==> config.mk <==
export PLATFORM = sky130hd
export DESIGN_NAME = nfm_file_access
export DESIGN_NICKNAME = d
export VERILOG_FILES = /design/src/hw/nfm_pkg.sv /design/src/hw/nfm_map_if.sv /design/src/hw/nfm_addr_map.sv /design/src/hw/nfm_file_access.sv
export SDC_FILE = /design/constraint.sdc
export NUM_CORES = 1
export LEC_CHECK = 0
export BUFFER_PORTS_ARGS = -buffer_cell sky130_fd_sc_hd__buf_2
export CORE_UTILIZATION = 60
export CTS_CLUSTER_SIZE = 30
export DETAILED_ROUTE_END_ITERATION = 8
export PLACE_DENSITY_LB_ADDON = 0.05
export SETUP_SLACK_MARGIN = 0.2
export SLEW_MARGIN = 40
export SYNTH_ARGS = -nofsm -noshare
export SYNTH_HDL_FRONTEND = slang
export SYNTH_SLANG_ARGS = --single-unit
==> constraint.sdc <==
create_clock -name i_clk -period 8.7 [get_ports i_clk]
set_input_delay 1.74 -clock i_clk [delete_from_list [all_inputs] [get_ports i_clk]]
set_output_delay 1.74 -clock i_clk [all_outputs]
set_load 0.05 [all_outputs]
==> src/hw/nfm_pkg.sv <==
package nfm_pkg;
  localparam logic [8:0]  CC_BASE      = 9'h180;
  localparam logic [8:0]  CC_LAST      = 9'h18f;
  localparam logic [8:0]  LEN_BASE     = 9'h00c;
  localparam logic [8:0]  MSG_BASE     = 9'h010;
  localparam logic [8:0]  MSG_LAST     = 9'h17f;
  localparam logic [15:0] LEN_BYTES    = 16'h0002;
  localparam logic [15:0] CC_FILE_SIZE = 16'h0010;
  localparam logic [15:0] MSG_FILE_SIZE = 16'h0172;
  localparam logic [15:0] SW_OK        = 16'h9000;
  localparam logic [15:0] SW_RANGE     = 16'h6a82;
  localparam logic [15:0] SW_NOSEL     = 16'h6986;

  typedef enum logic [1:0]
  {
    SEL_NONE = 2'h0,
    SEL_APP  = 2'h1,
    SEL_CC   = 2'h3,
    SEL_MSG  = 2'h2
  } nfm_sel_t;

  typedef enum logic [1:0]
  {
    ST_IDLE = 2'h0,
    ST_RUN  = 2'h1,
    ST_DONE = 2'h3
  } nfm_state_t;
endpackage
==> src/hw/nfm_map_if.sv <==
`timescale 1ns/1ps
interface nfm_map_if;
  import nfm_pkg::*;
  nfm_sel_t    sel;
  logic [15:0] offset;
  logic [8:0]  phys;
  logic        in_range;
  modport core (output sel, output offset, input phys, input in_range);
  modport map  (input sel, input offset, output phys, output in_range);
endinterface

==> src/hw/nfm_addr_map.sv <==
`timescale 1ns/1ps
module nfm_addr_map
  import nfm_pkg::*;
(
  nfm_map_if.map m
);
  logic [15:0] rel;

  always_comb
  begin
    rel        = 16'h0000;
    m.phys     = 9'h000;
    m.in_range = 1'b0;
    case (m.sel)
      SEL_CC:
      begin
        m.phys     = CC_BASE + m.offset[8:0];
        m.in_range = (m.offset < CC_FILE_SIZE);
      end
      SEL_MSG:
      begin
        if (m.offset < LEN_BYTES)
        begin
          m.phys = LEN_BASE + m.offset[8:0];
        end
        else
        begin
          rel    = m.offset - LEN_BYTES;
          m.phys = MSG_BASE + rel[8:0];
        end
        m.in_range = (m.offset < MSG_FILE_SIZE);
      end
      default:
      begin
        m.phys     = 9'h000;
        m.in_range = 1'b0;
      end
    endcase
  end
endmodule

==> src/hw/nfm_file_access.sv <==
`timescale 1ns/1ps
module nfm_file_access
  import nfm_pkg::*;
(
  input  wire logic        i_clk,
  input  wire logic        i_rst,
  input  wire logic        i_sel_valid,
  input  wire logic [1:0]  i_sel_file,
  input  wire logic        i_cmd_valid,
  input  wire logic        i_cmd_write,
  input  wire logic [15:0] i_cmd_addr,
  input  wire logic [7:0]  i_cmd_count,
  input  wire logic [7:0]  i_cmd_wdata,
  input  wire logic [7:0]  i_mem_rdata,
  output logic             o_cmd_busy,
  output logic             o_mem_en,
  output logic             o_mem_we,
  output logic [8:0]       o_mem_addr,
  output logic [7:0]       o_mem_wdata,
  output logic             o_rd_valid,
  output logic [7:0]       o_rd_data,
  output logic             o_done,
  output logic [15:0]      o_status,
  output logic [1:0]       o_sel_state
);

  nfm_map_if mi ();

  nfm_sel_t    sel_q,    sel_d;
  nfm_state_t  st_q,     st_d;
  logic [15:0] off_q,    off_d;
  logic [7:0]  left_q,   left_d;
  logic        wr_q,     wr_d;
  logic        en_q,     en_d;
  logic        we_q,     we_d;
  logic [8:0]  addr_q,   addr_d;
  logic [7:0]  wdat_q,   wdat_d;
  logic        rv_q,     rv_d;
  logic [7:0]  rdat_q,   rdat_d;
  logic        done_q,   done_d;
  logic [15:0] stat_q,   stat_d;
  logic        rpend_q,  rpend_d;
  logic [16:0] last_off;

  assign mi.sel    = sel_q;
  assign mi.offset = off_q;

  nfm_addr_map u_map
  (
    .m (mi.map)
  );

  // Last byte offset of the request decides range before any memory cycle
  assign last_off = {1'b0, i_cmd_addr} + {9'h000, i_cmd_count} - 17'h00001;

  always_comb
  begin
    sel_d   = sel_q;
    st_d    = st_q;
    off_d   = off_q;
    left_d  = left_q;
    wr_d    = wr_q;
    en_d    = 1'b0;
    we_d    = 1'b0;
    addr_d  = addr_q;
    wdat_d  = wdat_q;
    rv_d    = 1'b0;
    rdat_d  = rdat_q;
    done_d  = 1'b0;
    stat_d  = stat_q;
    rpend_d = 1'b0;
    if (rpend_q)
    begin
      rv_d   = 1'b1;
      rdat_d = i_mem_rdata;
    end
    case (st_q)
      ST_IDLE:
      begin
        if (i_sel_valid)
        begin
          sel_d = nfm_sel_t'(i_sel_file);
        end
        else if (i_cmd_valid)
        begin
          if (sel_q != SEL_CC && sel_q != SEL_MSG)
          begin
            stat_d = SW_NOSEL;
            st_d   = ST_DONE;
          end
          else if (i_cmd_count == 8'h00 || last_off[16] ||
                   (sel_q == SEL_CC && last_off[15:0] >= CC_FILE_SIZE) ||
                   (sel_q == SEL_MSG && last_off[15:0] >= MSG_FILE_SIZE))
          begin
            stat_d = SW_RANGE;
            st_d   = ST_DONE;
          end
          else
          begin
            off_d  = i_cmd_addr;
            left_d = i_cmd_count;
            wr_d   = i_cmd_write;
            stat_d = SW_OK;
            st_d   = ST_RUN;
          end
        end
      end
      ST_RUN:
      begin
        // One byte per cycle; the map hops the gap mid-command
        en_d    = 1'b1;
        we_d    = wr_q;
        addr_d  = mi.phys;
        wdat_d  = i_cmd_wdata;
        rpend_d = ~wr_q;
        off_d   = off_q + 16'h0001;
        left_d  = left_q - 8'h01;
        if (left_q == 8'h01)
        begin
          st_d = ST_DONE;
        end
      end
      ST_DONE:
      begin
        if (!rpend_q)
        begin
          done_d = 1'b1;
          st_d   = ST_IDLE;
        end
      end
      default:
      begin
        st_d = ST_IDLE;
      end
    endcase
  end

  always_ff @(posedge i_clk)
  begin
    if (i_rst)
    begin
      sel_q   <= SEL_NONE;
      st_q    <= ST_IDLE;
      off_q   <= 16'h0000;
      left_q  <= 8'h00;
      wr_q    <= 1'b0;
      en_q    <= 1'b0;
      we_q    <= 1'b0;
      addr_q  <= 9'h000;
      wdat_q  <= 8'h00;
      rv_q    <= 1'b0;
      rdat_q  <= 8'h00;
      done_q  <= 1'b0;
      stat_q  <= SW_OK;
      rpend_q <= 1'b0;
    end
    else
    begin
      sel_q   <= sel_d;
      st_q    <= st_d;
      off_q   <= off_d;
      left_q  <= left_d;
      wr_q    <= wr_d;
      en_q    <= en_d;
      we_q    <= we_d;
      addr_q  <= addr_d;
      wdat_q  <= wdat_d;
      rv_q    <= rv_d;
      rdat_q  <= rdat_d;
      done_q  <= done_d;
      stat_q  <= stat_d;
      rpend_q <= rpend_d;
    end
  end

  logic busy_q;
  always_ff @(posedge i_clk)
  begin
    if (i_rst)
    begin
      busy_q <= 1'b0;
    end
    else
    begin
      busy_q <= (st_d != ST_IDLE);
    end
  end

  assign o_cmd_busy  = busy_q;
  assign o_mem_en    = en_q;
  assign o_mem_we    = we_q;
  assign o_mem_addr  = addr_q;
  assign o_mem_wdata = wdat_q;
  assign o_rd_valid  = rv_q;
  assign o_rd_data   = rdat_q;
  assign o_done      = done_q;
  assign o_status    = stat_q;
  assign o_sel_state = sel_q;
endmodule

# Word-level counts from Yosys, hierarchy flattened

Index checks and enable logic that the tools add are counted.

Shifts and indexed selects: 0
Reductions and logical operators: 16
Multipliers: 0
$add $sub $neg: 8
Order comparisons: 3
Muxes and demuxes: 24
Equal/unequal tests: 11
Div/mod/pow operators: 0
Bitwise gates (word level): 6

Operators by type and width:

| kind                  | count |
|---|---|
| $mux 16               | 6 |
| $mux 8                | 4 |
| $pmux 16 s2           | 1 |
| $pmux 9 s2            | 1 |
| $add 16x8->17         | 1 |
| $sub 17x1->17 const B | 1 |
| $add 16x1->16 const B | 1 |
| $ge 16x5->1 const B   | 1 |
| $ge 16x9->1 const B   | 1 |
| $lt 16x2->1 const B   | 1 |
| $pmux 8 s2            | 1 |
| $mux 2                | 6 |
| $ne 2x2->1 const B    | 6 |
| $reduce_and 5->1      | 2 |
| $add 4x9->9 const A   | 1 |
| $add 5x9->9 const A   | 1 |
| $add 9x9->9 const A   | 1 |
| $mux 9                | 1 |
| $sub 9x2->9 const B   | 1 |
| $eq 8x1->1 const B    | 1 |
| $logic_not 8->1       | 1 |
| $sub 8x1->8 const B   | 1 |
| $eq 2x2->1 const B    | 3 |
| $not 1->1             | 6 |
| 10 further kinds      | 18 |

Logic and storage cells: 83
Bits in read-only memories: 0
Latch bits: 0
Input bits: 47
RAM bits: 0
Flip-flop bits (word level): 76
Memories kept: 0

# Logic depth before layout (Yosys ltp)

Gate-level depths: netlist of the first run.

Depth in word-level cells: 12
Mapped depth: 15
Mapped depth without buffers: 14

# Cells and area by module

Synthesis of the first run repeated with hierarchy kept, for this count alone.

Cell total of the unflattened synthesis: 609
Area, all modules: 4678.2 sq um

By module, submodules not included:

| module          | area an instance (sq um) | instances | sequential area each (sq um) | cells each |
|---|---|---|---|---|
| nfm_file_access | 4334.2                   | 1         | 1281.2                       | 553 |
| nfm_addr_map    | 344.1                    | 1         | 0.0                          | 56 |

# Worst setup path after synthesis of the first run

Ideal clock, no wire load.

Path type: input to register
From: input i_cmd_addr[1]
To: register left_q[5]
Stages on the path: 15
Arrival: 4.536 ns
Required time: 8.578 ns
Setup slack: 4.042 ns
Path buffers: 1
Cell sequence: inv_1 ha_1 inv_1 ha_1 inv_1 fa_1 nand2b_1 a21oi_1 a211o_1 a311o_1 nand4_1 nor4b_4 buf_6 a21oi_1 a311o_1

Word-level cells in the longest chain between the ends: 8
Elaborated cells on any way between the ends: 11
Classes of those cells: add/sub: 2; order compare: 2; eq/ne: 1; reduce/logical: 6

Ends and longest elaborated chain:

| what                           | line                   | RTL |
|---|---|---|
| start, declared                | nfm_file_access.sv:11  | `input wire logic [15:0] i_cmd_addr,` |
| $add 16x8->17 (*)              | nfm_file_access.sv:54  | `assign last_off = {1'b0, i_cmd_addr} + {9'h000, i_cmd_count} - 17'h00001;` |
| $sub 17x1->17 (*)              | nfm_file_access.sv:54  |  |
| $ge 16x5->1                    | nfm_file_access.sv:92  | `(sel_q == SEL_CC && last_off[15:0] >= CC_FILE_SIZE) \|\|` |
| $logic_and 1x1->1              | nfm_file_access.sv:92  |  |
| $logic_or 1x1->1               | nfm_file_access.sv:91  | `else if (i_cmd_count == 8'h00 \|\| last_off[16] \|\|` |
| $logic_or 1x1->1 (*)           | nfm_file_access.sv:92  |  |
| $ne 2x2->1 (no line) (*)       | n/a                    |  |
| $reduce_and 5->1 (no line) (*) | n/a                    |  |
| end signal, assigned           | nfm_file_access.sv:162 | `left_q <= left_d;` |
| end, declared                  | nfm_file_access.sv:32  | `logic [7:0] left_q, left_d;` |

Mark *: on every way between the ends. The rest lies on a longest branch, timed or not.
A chain may end at the register's enable or synchronous reset.

# Worst setup path after layout of the first run

From: input i_cmd_addr[1]
To: register off_q[9], in the netlist mi.offset[9]

Word-level cells in the longest chain between the ends: 8
Elaborated cells on any way between the ends: 11
Classes of those cells: add/sub: 2; order compare: 2; eq/ne: 1; reduce/logical: 6

Ends and longest elaborated chain:

| what                           | line                   | RTL |
|---|---|---|
| $add 16x8->17 (*)              | nfm_file_access.sv:54  |  |
| $sub 17x1->17 (*)              | nfm_file_access.sv:54  |  |
| $ge 16x5->1                    | nfm_file_access.sv:92  |  |
| $logic_and 1x1->1              | nfm_file_access.sv:92  |  |
| $logic_or 1x1->1               | nfm_file_access.sv:91  |  |
| $logic_or 1x1->1 (*)           | nfm_file_access.sv:92  |  |
| $ne 2x2->1 (no line) (*)       | n/a                    |  |
| $reduce_and 5->1 (no line) (*) | n/a                    |  |
| end signal, assigned           | nfm_file_access.sv:144 | `off_q <= 16'h0000;` |
| end signal, assigned           | nfm_file_access.sv:161 | `off_q <= off_d;` |
| end, declared                  | nfm_file_access.sv:31  | `logic [15:0] off_q, off_d;` |

Marks and branches as above.

==> summary.txt, run 1 <==
Outcome
  • Status: finished clean

STA
  • Period utilization: 58.9%
  • Fmax: 195 MHz
  • Slew HR: 44.0%
  • Worst Skew: 10.8 ps
  • RSZ-0062 raised after global routing: false
  • Slew Limit Fails: 0
  • Final Hold Violating Endpoints: 0
  • Min cycle time layout: 5130 ps
  • Endpoints failing setup: 0
  • Setup TNS: 0 ps
  • Worst-margin pin slew: 840 ps

Clocking
  • CTS sink cnt: 64
  • CTS tree: yes
  • Worst-case clock buffer depth: 2
  • Root buffer cell: clkbuf_8
  • Post-CTS setup buffer count: 0
  • Skew-Pair Late Insertion Delay: 340 ps
  • Num CTS Buffers: 9
  • CTS-repair resized insts: 0
  • Post-CTS Hold Fix Bufs: 0
  • Worst-path clk slew: 80 ps
  • Htree depth: 3

Critical path
  • Setup slack, reg-to-reg: 6110 ps
  • Element type at the critical path end: flop
  • Worst path cell trace: buf_2 > inv_1 > ha_1 > inv_1 > ha_1 > inv_1 > fa_1 > nand2b_1 > a21oi_1 > o221ai_1 > a21oi_1 > a32oi_1 > a21oi_2 > and2_1 > a211oi_1
  • CP Class: in2reg
  • Worst Path Required: 8890 ps
  • Startpoint types: primary input
  • CP max stage delay: 660 ps
  • Top cell by count, worst path: inv_1
  • Slowest-stage cell, CP: a21oi_2
  • Worst-path fanout max: 18
  • CP Data Arrival Time: 5320 ps

Floorplan
  • IO Count: 95
  • Core Box Area: 7250 um^2
  • Die ar.: 7880 um^2
  • Initial Util: 62.3%
  • Die height: 88.8 um
  • # rows: 31
  • Die Wd: 88.8 um

Drt
  • DR iter-0 viols: 319
  • Vias per cell: 5.82
  • DRC: 0
  • First drt pass iteration count: 6
  • Wire length per cell: 15.1 um
  • Vias: 4387
  • Post-route ant nets: 0
  • Post-Route WL: 11400 um

Placed design
  • IO buf count: 88
  • Hpwl dp: 8300 um
  • GP Congestion: 0.901

Global route
  • Pin count of the biggest net entering global routing: 65
  • Vias in the first global route: 3874
  • Total grt overflow: 0
  • First-pass GRT wire length: 18200 um
  • Gr usage total: 29.9%
  • Initial antenna violation count: 0

Finish
  • # diodes: 0
  • Fillers: 652
  • P&R area growth vs syn: 13.0%
  • Nets: 730
  • Share of cells above drive strength 1: 18.2%
  • Post-Route Utilization: 70.4%

Worst hold path
  • Class of the worst hold path: reg2reg

Logic synthesis
  • Ys Warns: 0
  • Netlist Area Pre-Place: 4520 um^2
  • Ys flop type: dfxtp_1
  • Post-Syn Instances: 587
  • Most frequent cell after synthesis: dfxtp_1
  • Most frequent cells after synthesis: dfxtp_1 (64), a21oi_1 (60), nand2_1 (60)
  • Dominant cell type by area after synthesis: dfxtp_1
  • EDFF count, synth: 0
  • Top cell type's share of synthesized area: 28.4%
  • Register area share after synthesis: 28.4%
  • Syn avg cell area: 7.69 um^2
  • Async SR Flop Fraction: 0%
  • Yosys cell types: 57
  • Top post-synthesis cells by area: dfxtp_1 (28%), ha_1 (8.9%), a21oi_1 (6.6%), nand2_1 (5.0%), inv_1 (4.4%)
  • Synth Register Bits: 64

Run
  • Max-cap violations: 0

Pwr
  • Leak: 2.26 nW
  • Peak supply drop: 0.113 mV
  • Pwr/cell area: 166 nW/um^2
cell usage in the layout, fill, tap and decap left out, drive strengths merged, types with 4 or more instances in the layout:
cell	count
xnor2	19
or3	5
a21o	13
nand4	9
o211ai	8
clkbuf	9
a31oi	4
conb	6
a21oi	62
dfxtp	64
nor3	17
a22oi	7
o21a	4
a21boi	6
mux2i	9
ha	32
nor2	46
xor2	13
nand3	18
a41oi	8
and3	7
nand2	60
buf	93
a211oi	11
o21ai	13
nor4	7
inv	56
nand2b	5
and2	6
nand3b	4
path summary, 6_finish.rpt:
check                  from        endpoint  cells past startpoint
max reg2reg         st_q[1]    mi.offset[9]                      6
max           i_cmd_addr[1]    mi.offset[9]                     15
min          o_mem_wdata[3]  o_mem_wdata[3]                      2
min reg2reg  o_mem_wdata[3]  o_mem_wdata[3]                      2
area by class of cell:
type | instances | area, um^2 | share of cell area [%]
Clock inverter | 7 | 103 | 2.01
Clock buffer | 9 | 124 | 2.43
Sequential cell | 64 | 1280 | 25.1
Tap cell | 99 | 124 | 2.43
Inverter | 53 | 199 | 3.90
Multi-Input combinational cell | 429 | 2800 | 54.8
Timing Repair Buffer | 93 | 478 | 9.36
state kept, by name, summed over array words and instances (netlist names):
register	cells
o_sel_state	2
left_q	8
o_mem_wdata	8
wr_q	1
o_mem_addr	9
o_rd_data	8
o_mem_we	1
o_done	1
o_rd_valid	1
o_mem_en	1
o_status	4
o_cmd_busy	1
rpend_q	1
mi.offset	16
st_q	2
cell families after synthesis:
kind of cell,after synthesis,synth area share [%]
simple gates,193,20.7
buf+inv,99,10.1
compound gates,156,23.2
flops,64,28.4
other cells,1,0.0830
mux,9,1.99
xor+xnor,32,6.21
fa+ha+maj,33,9.31
per-stage QoR:
stage,cells,hold slack [ps],area (um^2),setup slack [ps],power (mW)
3_5_place_dp,738,444,4880,3310,0.556
5_1_grt,754,468,5110,3250,0.888
6_report,754,455,5110,3570,0.847
4_1_cts,754,457,5110,3590,0.847
3_3_place_gp,738,440,4880,3420,0.552
2_1_floorplan,592,406,4540,4040,0.505
metal layers:
metal / global-route usage [%] / routed length (um) / vias to the layer above
met5: 0 / 0 / -
met4: 6.89 / 158 / 0
met3: 6.81 / 692 / 17
met2: 49.9 / 5350 / 150
met1: 39.3 / 5200 / 2058
li1: - / - / 2162
where the power goes:
part           total [mW]  switching [mW]  internal [mW]
logic               0.235           0.156         0.0790
registers           0.319          0.0140          0.305
clock network       0.293           0.128          0.165
total               0.847           0.299          0.549
critical path, delay by kind of cell:
family                   cells  cell delay [ps]
AND/OR/NAND/NOR              2              690
AO/OA/AOI/OAI                6             1760
buffers and inverters        4              240
adder cells (fa/ha/maj)      3              870
No activity file was read; power rests on OpenSTA's default activity.
==> run 2: changes to the inputs <==
Settings changed: CORE_UTILIZATION 60 to 50.
Clock period 8.7 ns to 4.3 ns, I/O delays scaled along.
==> summary.txt, run 2 (synthesized netlist as in run 1, its figures left out) <==
STA
  • Worst-margin pin slew: 829 ps (was 840 ps)
  • RSZ-0062 raised after global routing: false (unchanged)
  • Min cycle time layout: 3720 ps
  • Slew HR: 44.5% (was 44.0%)
  • Worst Skew: 7.62 ps (was 10.8 ps)
  • Fmax: 269 MHz
  • Setup TNS: 0 ps (unchanged)
  • WHS: 453 ps (was 455 ps)
  • Final Hold Violating Endpoints: 0 (unchanged)
  • Slew Limit Fails: 0 (unchanged)
  • Endpoints failing setup: 0 (unchanged)
  • Period utilization: 86.5%

Drt
  • Post-route ant nets: 0 (unchanged)
  • DRC: 0 (unchanged)
  • Vias: 4398 (was 4387)
  • DR iter-0 viols: 263 (was 319)
  • Vias per cell: 5.72 (was 5.82)
  • Post-Route WL: 11900 um (was 11400 um)
  • First drt pass iteration count: 5 (was 6)
  • Wire length per cell: 15.4 um (was 15.1 um)

Critical path
  • Startpoint types: primary input (unchanged)
  • CP Data Arrival Time: 3960 ps (was 5320 ps)
  • CP max stage delay: 430 ps (was 660 ps)
  • Worst-path fanout max: 13 (was 18)
  • Critical path's top delay family: compound AO/OA/AOI/OAI gates (unchanged)
  • Element type at the critical path end: flop (unchanged)
  • Worst path cell trace: buf_2 > inv_1 > ha_1 > inv_1 > ha_1 > nand2_1 > o31ai_2 > a32oi_1 > a21boi_1 > o221ai_2 > nor4b_4 > buf_4 > a31oi_1 > o21a_1 (was buf_2 > inv_1 > ha_1 > inv_1 > ha_1 > inv_1 > fa_1 > nand2b_1 > a21oi_1 > o221ai_1 > a21oi_1 > a32oi_1 > a21oi_2 > and2_1 > a211oi_1)
  • Slowest-stage cell, CP: o31ai_2 (was a21oi_2)
  • Worst Path Required: 4540 ps (was 8890 ps)
  • Worst path bufs/invs: 4 (unchanged)
  • CP Class: in2reg (unchanged)

Clocking
  • Htree depth: 3 (unchanged)
  • Worst-case clock buffer depth: 2 (unchanged)
  • Worst-path clk slew: 70 ps (was 80 ps)
  • Post-CTS Hold Fix Bufs: 0 (unchanged)
  • CTS tree: yes (unchanged)
  • Root buffer cell: clkbuf_8 (unchanged)
  • CTS sink cnt: 64 (unchanged)
  • Skew-Pair Late Insertion Delay: 350 ps (was 340 ps)
  • Num CTS Buffers: 9 (unchanged)

Pwr
  • P_sw: 0.580 mW (was 0.299 mW)
  • Peak supply drop: 0.223 mV (was 0.113 mV)
  • Seq pwr share: 40.4% (was 37.6%)
  • Combinational power share: 30.5% (was 27.8%)
  • Leak: 2.28 nW (was 2.26 nW)
  • Pwr/cell area: 311 nW/um^2 (was 166 nW/um^2)
  • Clock power frac: 29.1% (was 34.6%)
  • Sw frac: 36.3% (was 35.2%)
  • Cell-internal power: 1.02 mW (was 0.549 mW)

Global route
  • Total grt overflow: 0 (unchanged)
  • GR met2 Demand/Resource: 41.9% (was 49.9%)
  • Gr usage total: 26.4% (was 29.9%)
  • First-pass GRT wire length: 20100 um (was 18200 um)
  • Met3 usage: 5.56% (was 6.81%)
  • Initial antenna violation count: 0 (unchanged)
  • Pin count of the biggest net entering global routing: 40 (was 65)
  • GR Util met1: 36.1% (was 39.3%)
  • Global route hottest layer: met2 (unchanged)
  • Vias in the first global route: 4127 (was 3874)

Floorplan
  • Die height: 97.0 um (was 88.8 um)
  • Core Box Area: 8720 um^2 (was 7250 um^2)
  • Initial Util: 51.8% (was 62.3%)
  • Die ar.: 9420 um^2 (was 7880 um^2)
  • Die Wd: 97.0 um (was 88.8 um)
  • IO Count: 95 (unchanged)
  • # rows: 34 (was 31)

Finish
  • Nets: 737 (was 730)
  • Commonest non-fill, non-tap cell in the layout: buf_2 (unchanged)
  • Most frequent cells in the layout: buf_2 (88), dfxtp_1 (64), nand2_1 (60) (was buf_2 (88), dfxtp_1 (64), nand2_1 (60), a21oi_1 (60), inv_1 (53))
  • Fillers: 819 (was 652)
  • Post-Route Utilization: 58.9% (was 70.4%)
  • # diodes: 0 (unchanged)
  • Share of cells above drive strength 1: 18.9% (was 18.2%)
  • Max reg flops: 16 (unchanged)
  • P&R area growth vs syn: 13.6% (was 13.0%)

Placed design
  • IO buf count: 88 (unchanged)
  • Hpwl dp: 8890 um (was 8300 um)
  • GP Congestion: 0.936 (was 0.901)

Outcome
  • Status: finished clean (unchanged)

Run
  • Max-cap violations: 0 (unchanged)

Worst hold path
  • Class of the worst hold path: reg2reg (unchanged)
## run 2: through the flow
| step | setup slack, ps | instances | instance area (um^2) | total power [mW] |
|---|---|---|---|---|
| global route | 353 | 769 | 5130 | 1.69 |
| finish | 581 | 769 | 5130 | 1.60 |
| detailed placement | 186 | 754 | 4960 | 1.13 |
| floorplan | 522 | 592 | 4540 | 1.02 |
| CTS | 541 | 769 | 5130 | 1.60 |
| global placement | 214 | 754 | 4960 | 1.13 |
## run 2: repair_timing
item / in CTS / in global routing
resized for setup: 0 / 1
setup buffers: 0 / 0
endpoints found under the setup margin: 0 / 1
endpoints found under the hold margin: 0 / 0
## run 2: routing by layer
| metal | share of wire (%) | up-vias | routed length [um] |
|---|---|---|---|
| met3 | 4.5 | 17 | 529 |
| met4 | 1.2 | 0 | 148 |
| met5 | 0 | - | 0 |
| met2 | 47 | 124 | 5590 |
| met1 | 47 | 2081 | 5610 |
| li1 | - | 2176 | - |
## run 2: area by class of cell
cell class / count / area [um^2] / share of cell area (%)
clock inverters: 3 / 17.5 / 0.341
flip-flops and latches: 64 / 1280 / 25.0
repair buffers: 100 / 543 / 10.6
multi-input cells: 429 / 2800 / 54.6
well taps: 108 / 135 / 2.63
inverters: 53 / 199 / 3.88
clock buffers: 12 / 155 / 3.02
## run 2: path summary, 6_finish.rpt
kind / slack (ps) / endpoint / startpoint / cells past startpoint
max: 580 / st_q[1] / i_cmd_addr[5] / 14
min: 450 / o_mem_wdata[7] / o_mem_wdata[7] / 2
max reg2reg: 2120 / left_q[5] / st_q[1] / 7
min reg2reg: 450 / o_mem_wdata[7] / o_mem_wdata[7] / 2
## run 2: power by group through the flow
stage / clock, mW / combinational (mW) / sequential (mW)
3_3_place_gp: 0 / 0.469 / 0.657
6_report: 0.465 / 0.487 / 0.644
2_1_floorplan: 0 / 0.332 / 0.690
4_1_cts: 0.478 / 0.479 / 0.644
3_5_place_dp: 0 / 0.477 / 0.657
5_1_grt: 0.504 / 0.534 / 0.648
## run 2: worst min-delay path, cell delays in order, from the launching register on
cell and delay, ps:
dfxtp_1 310, nand2_1 50, a21oi_1 50
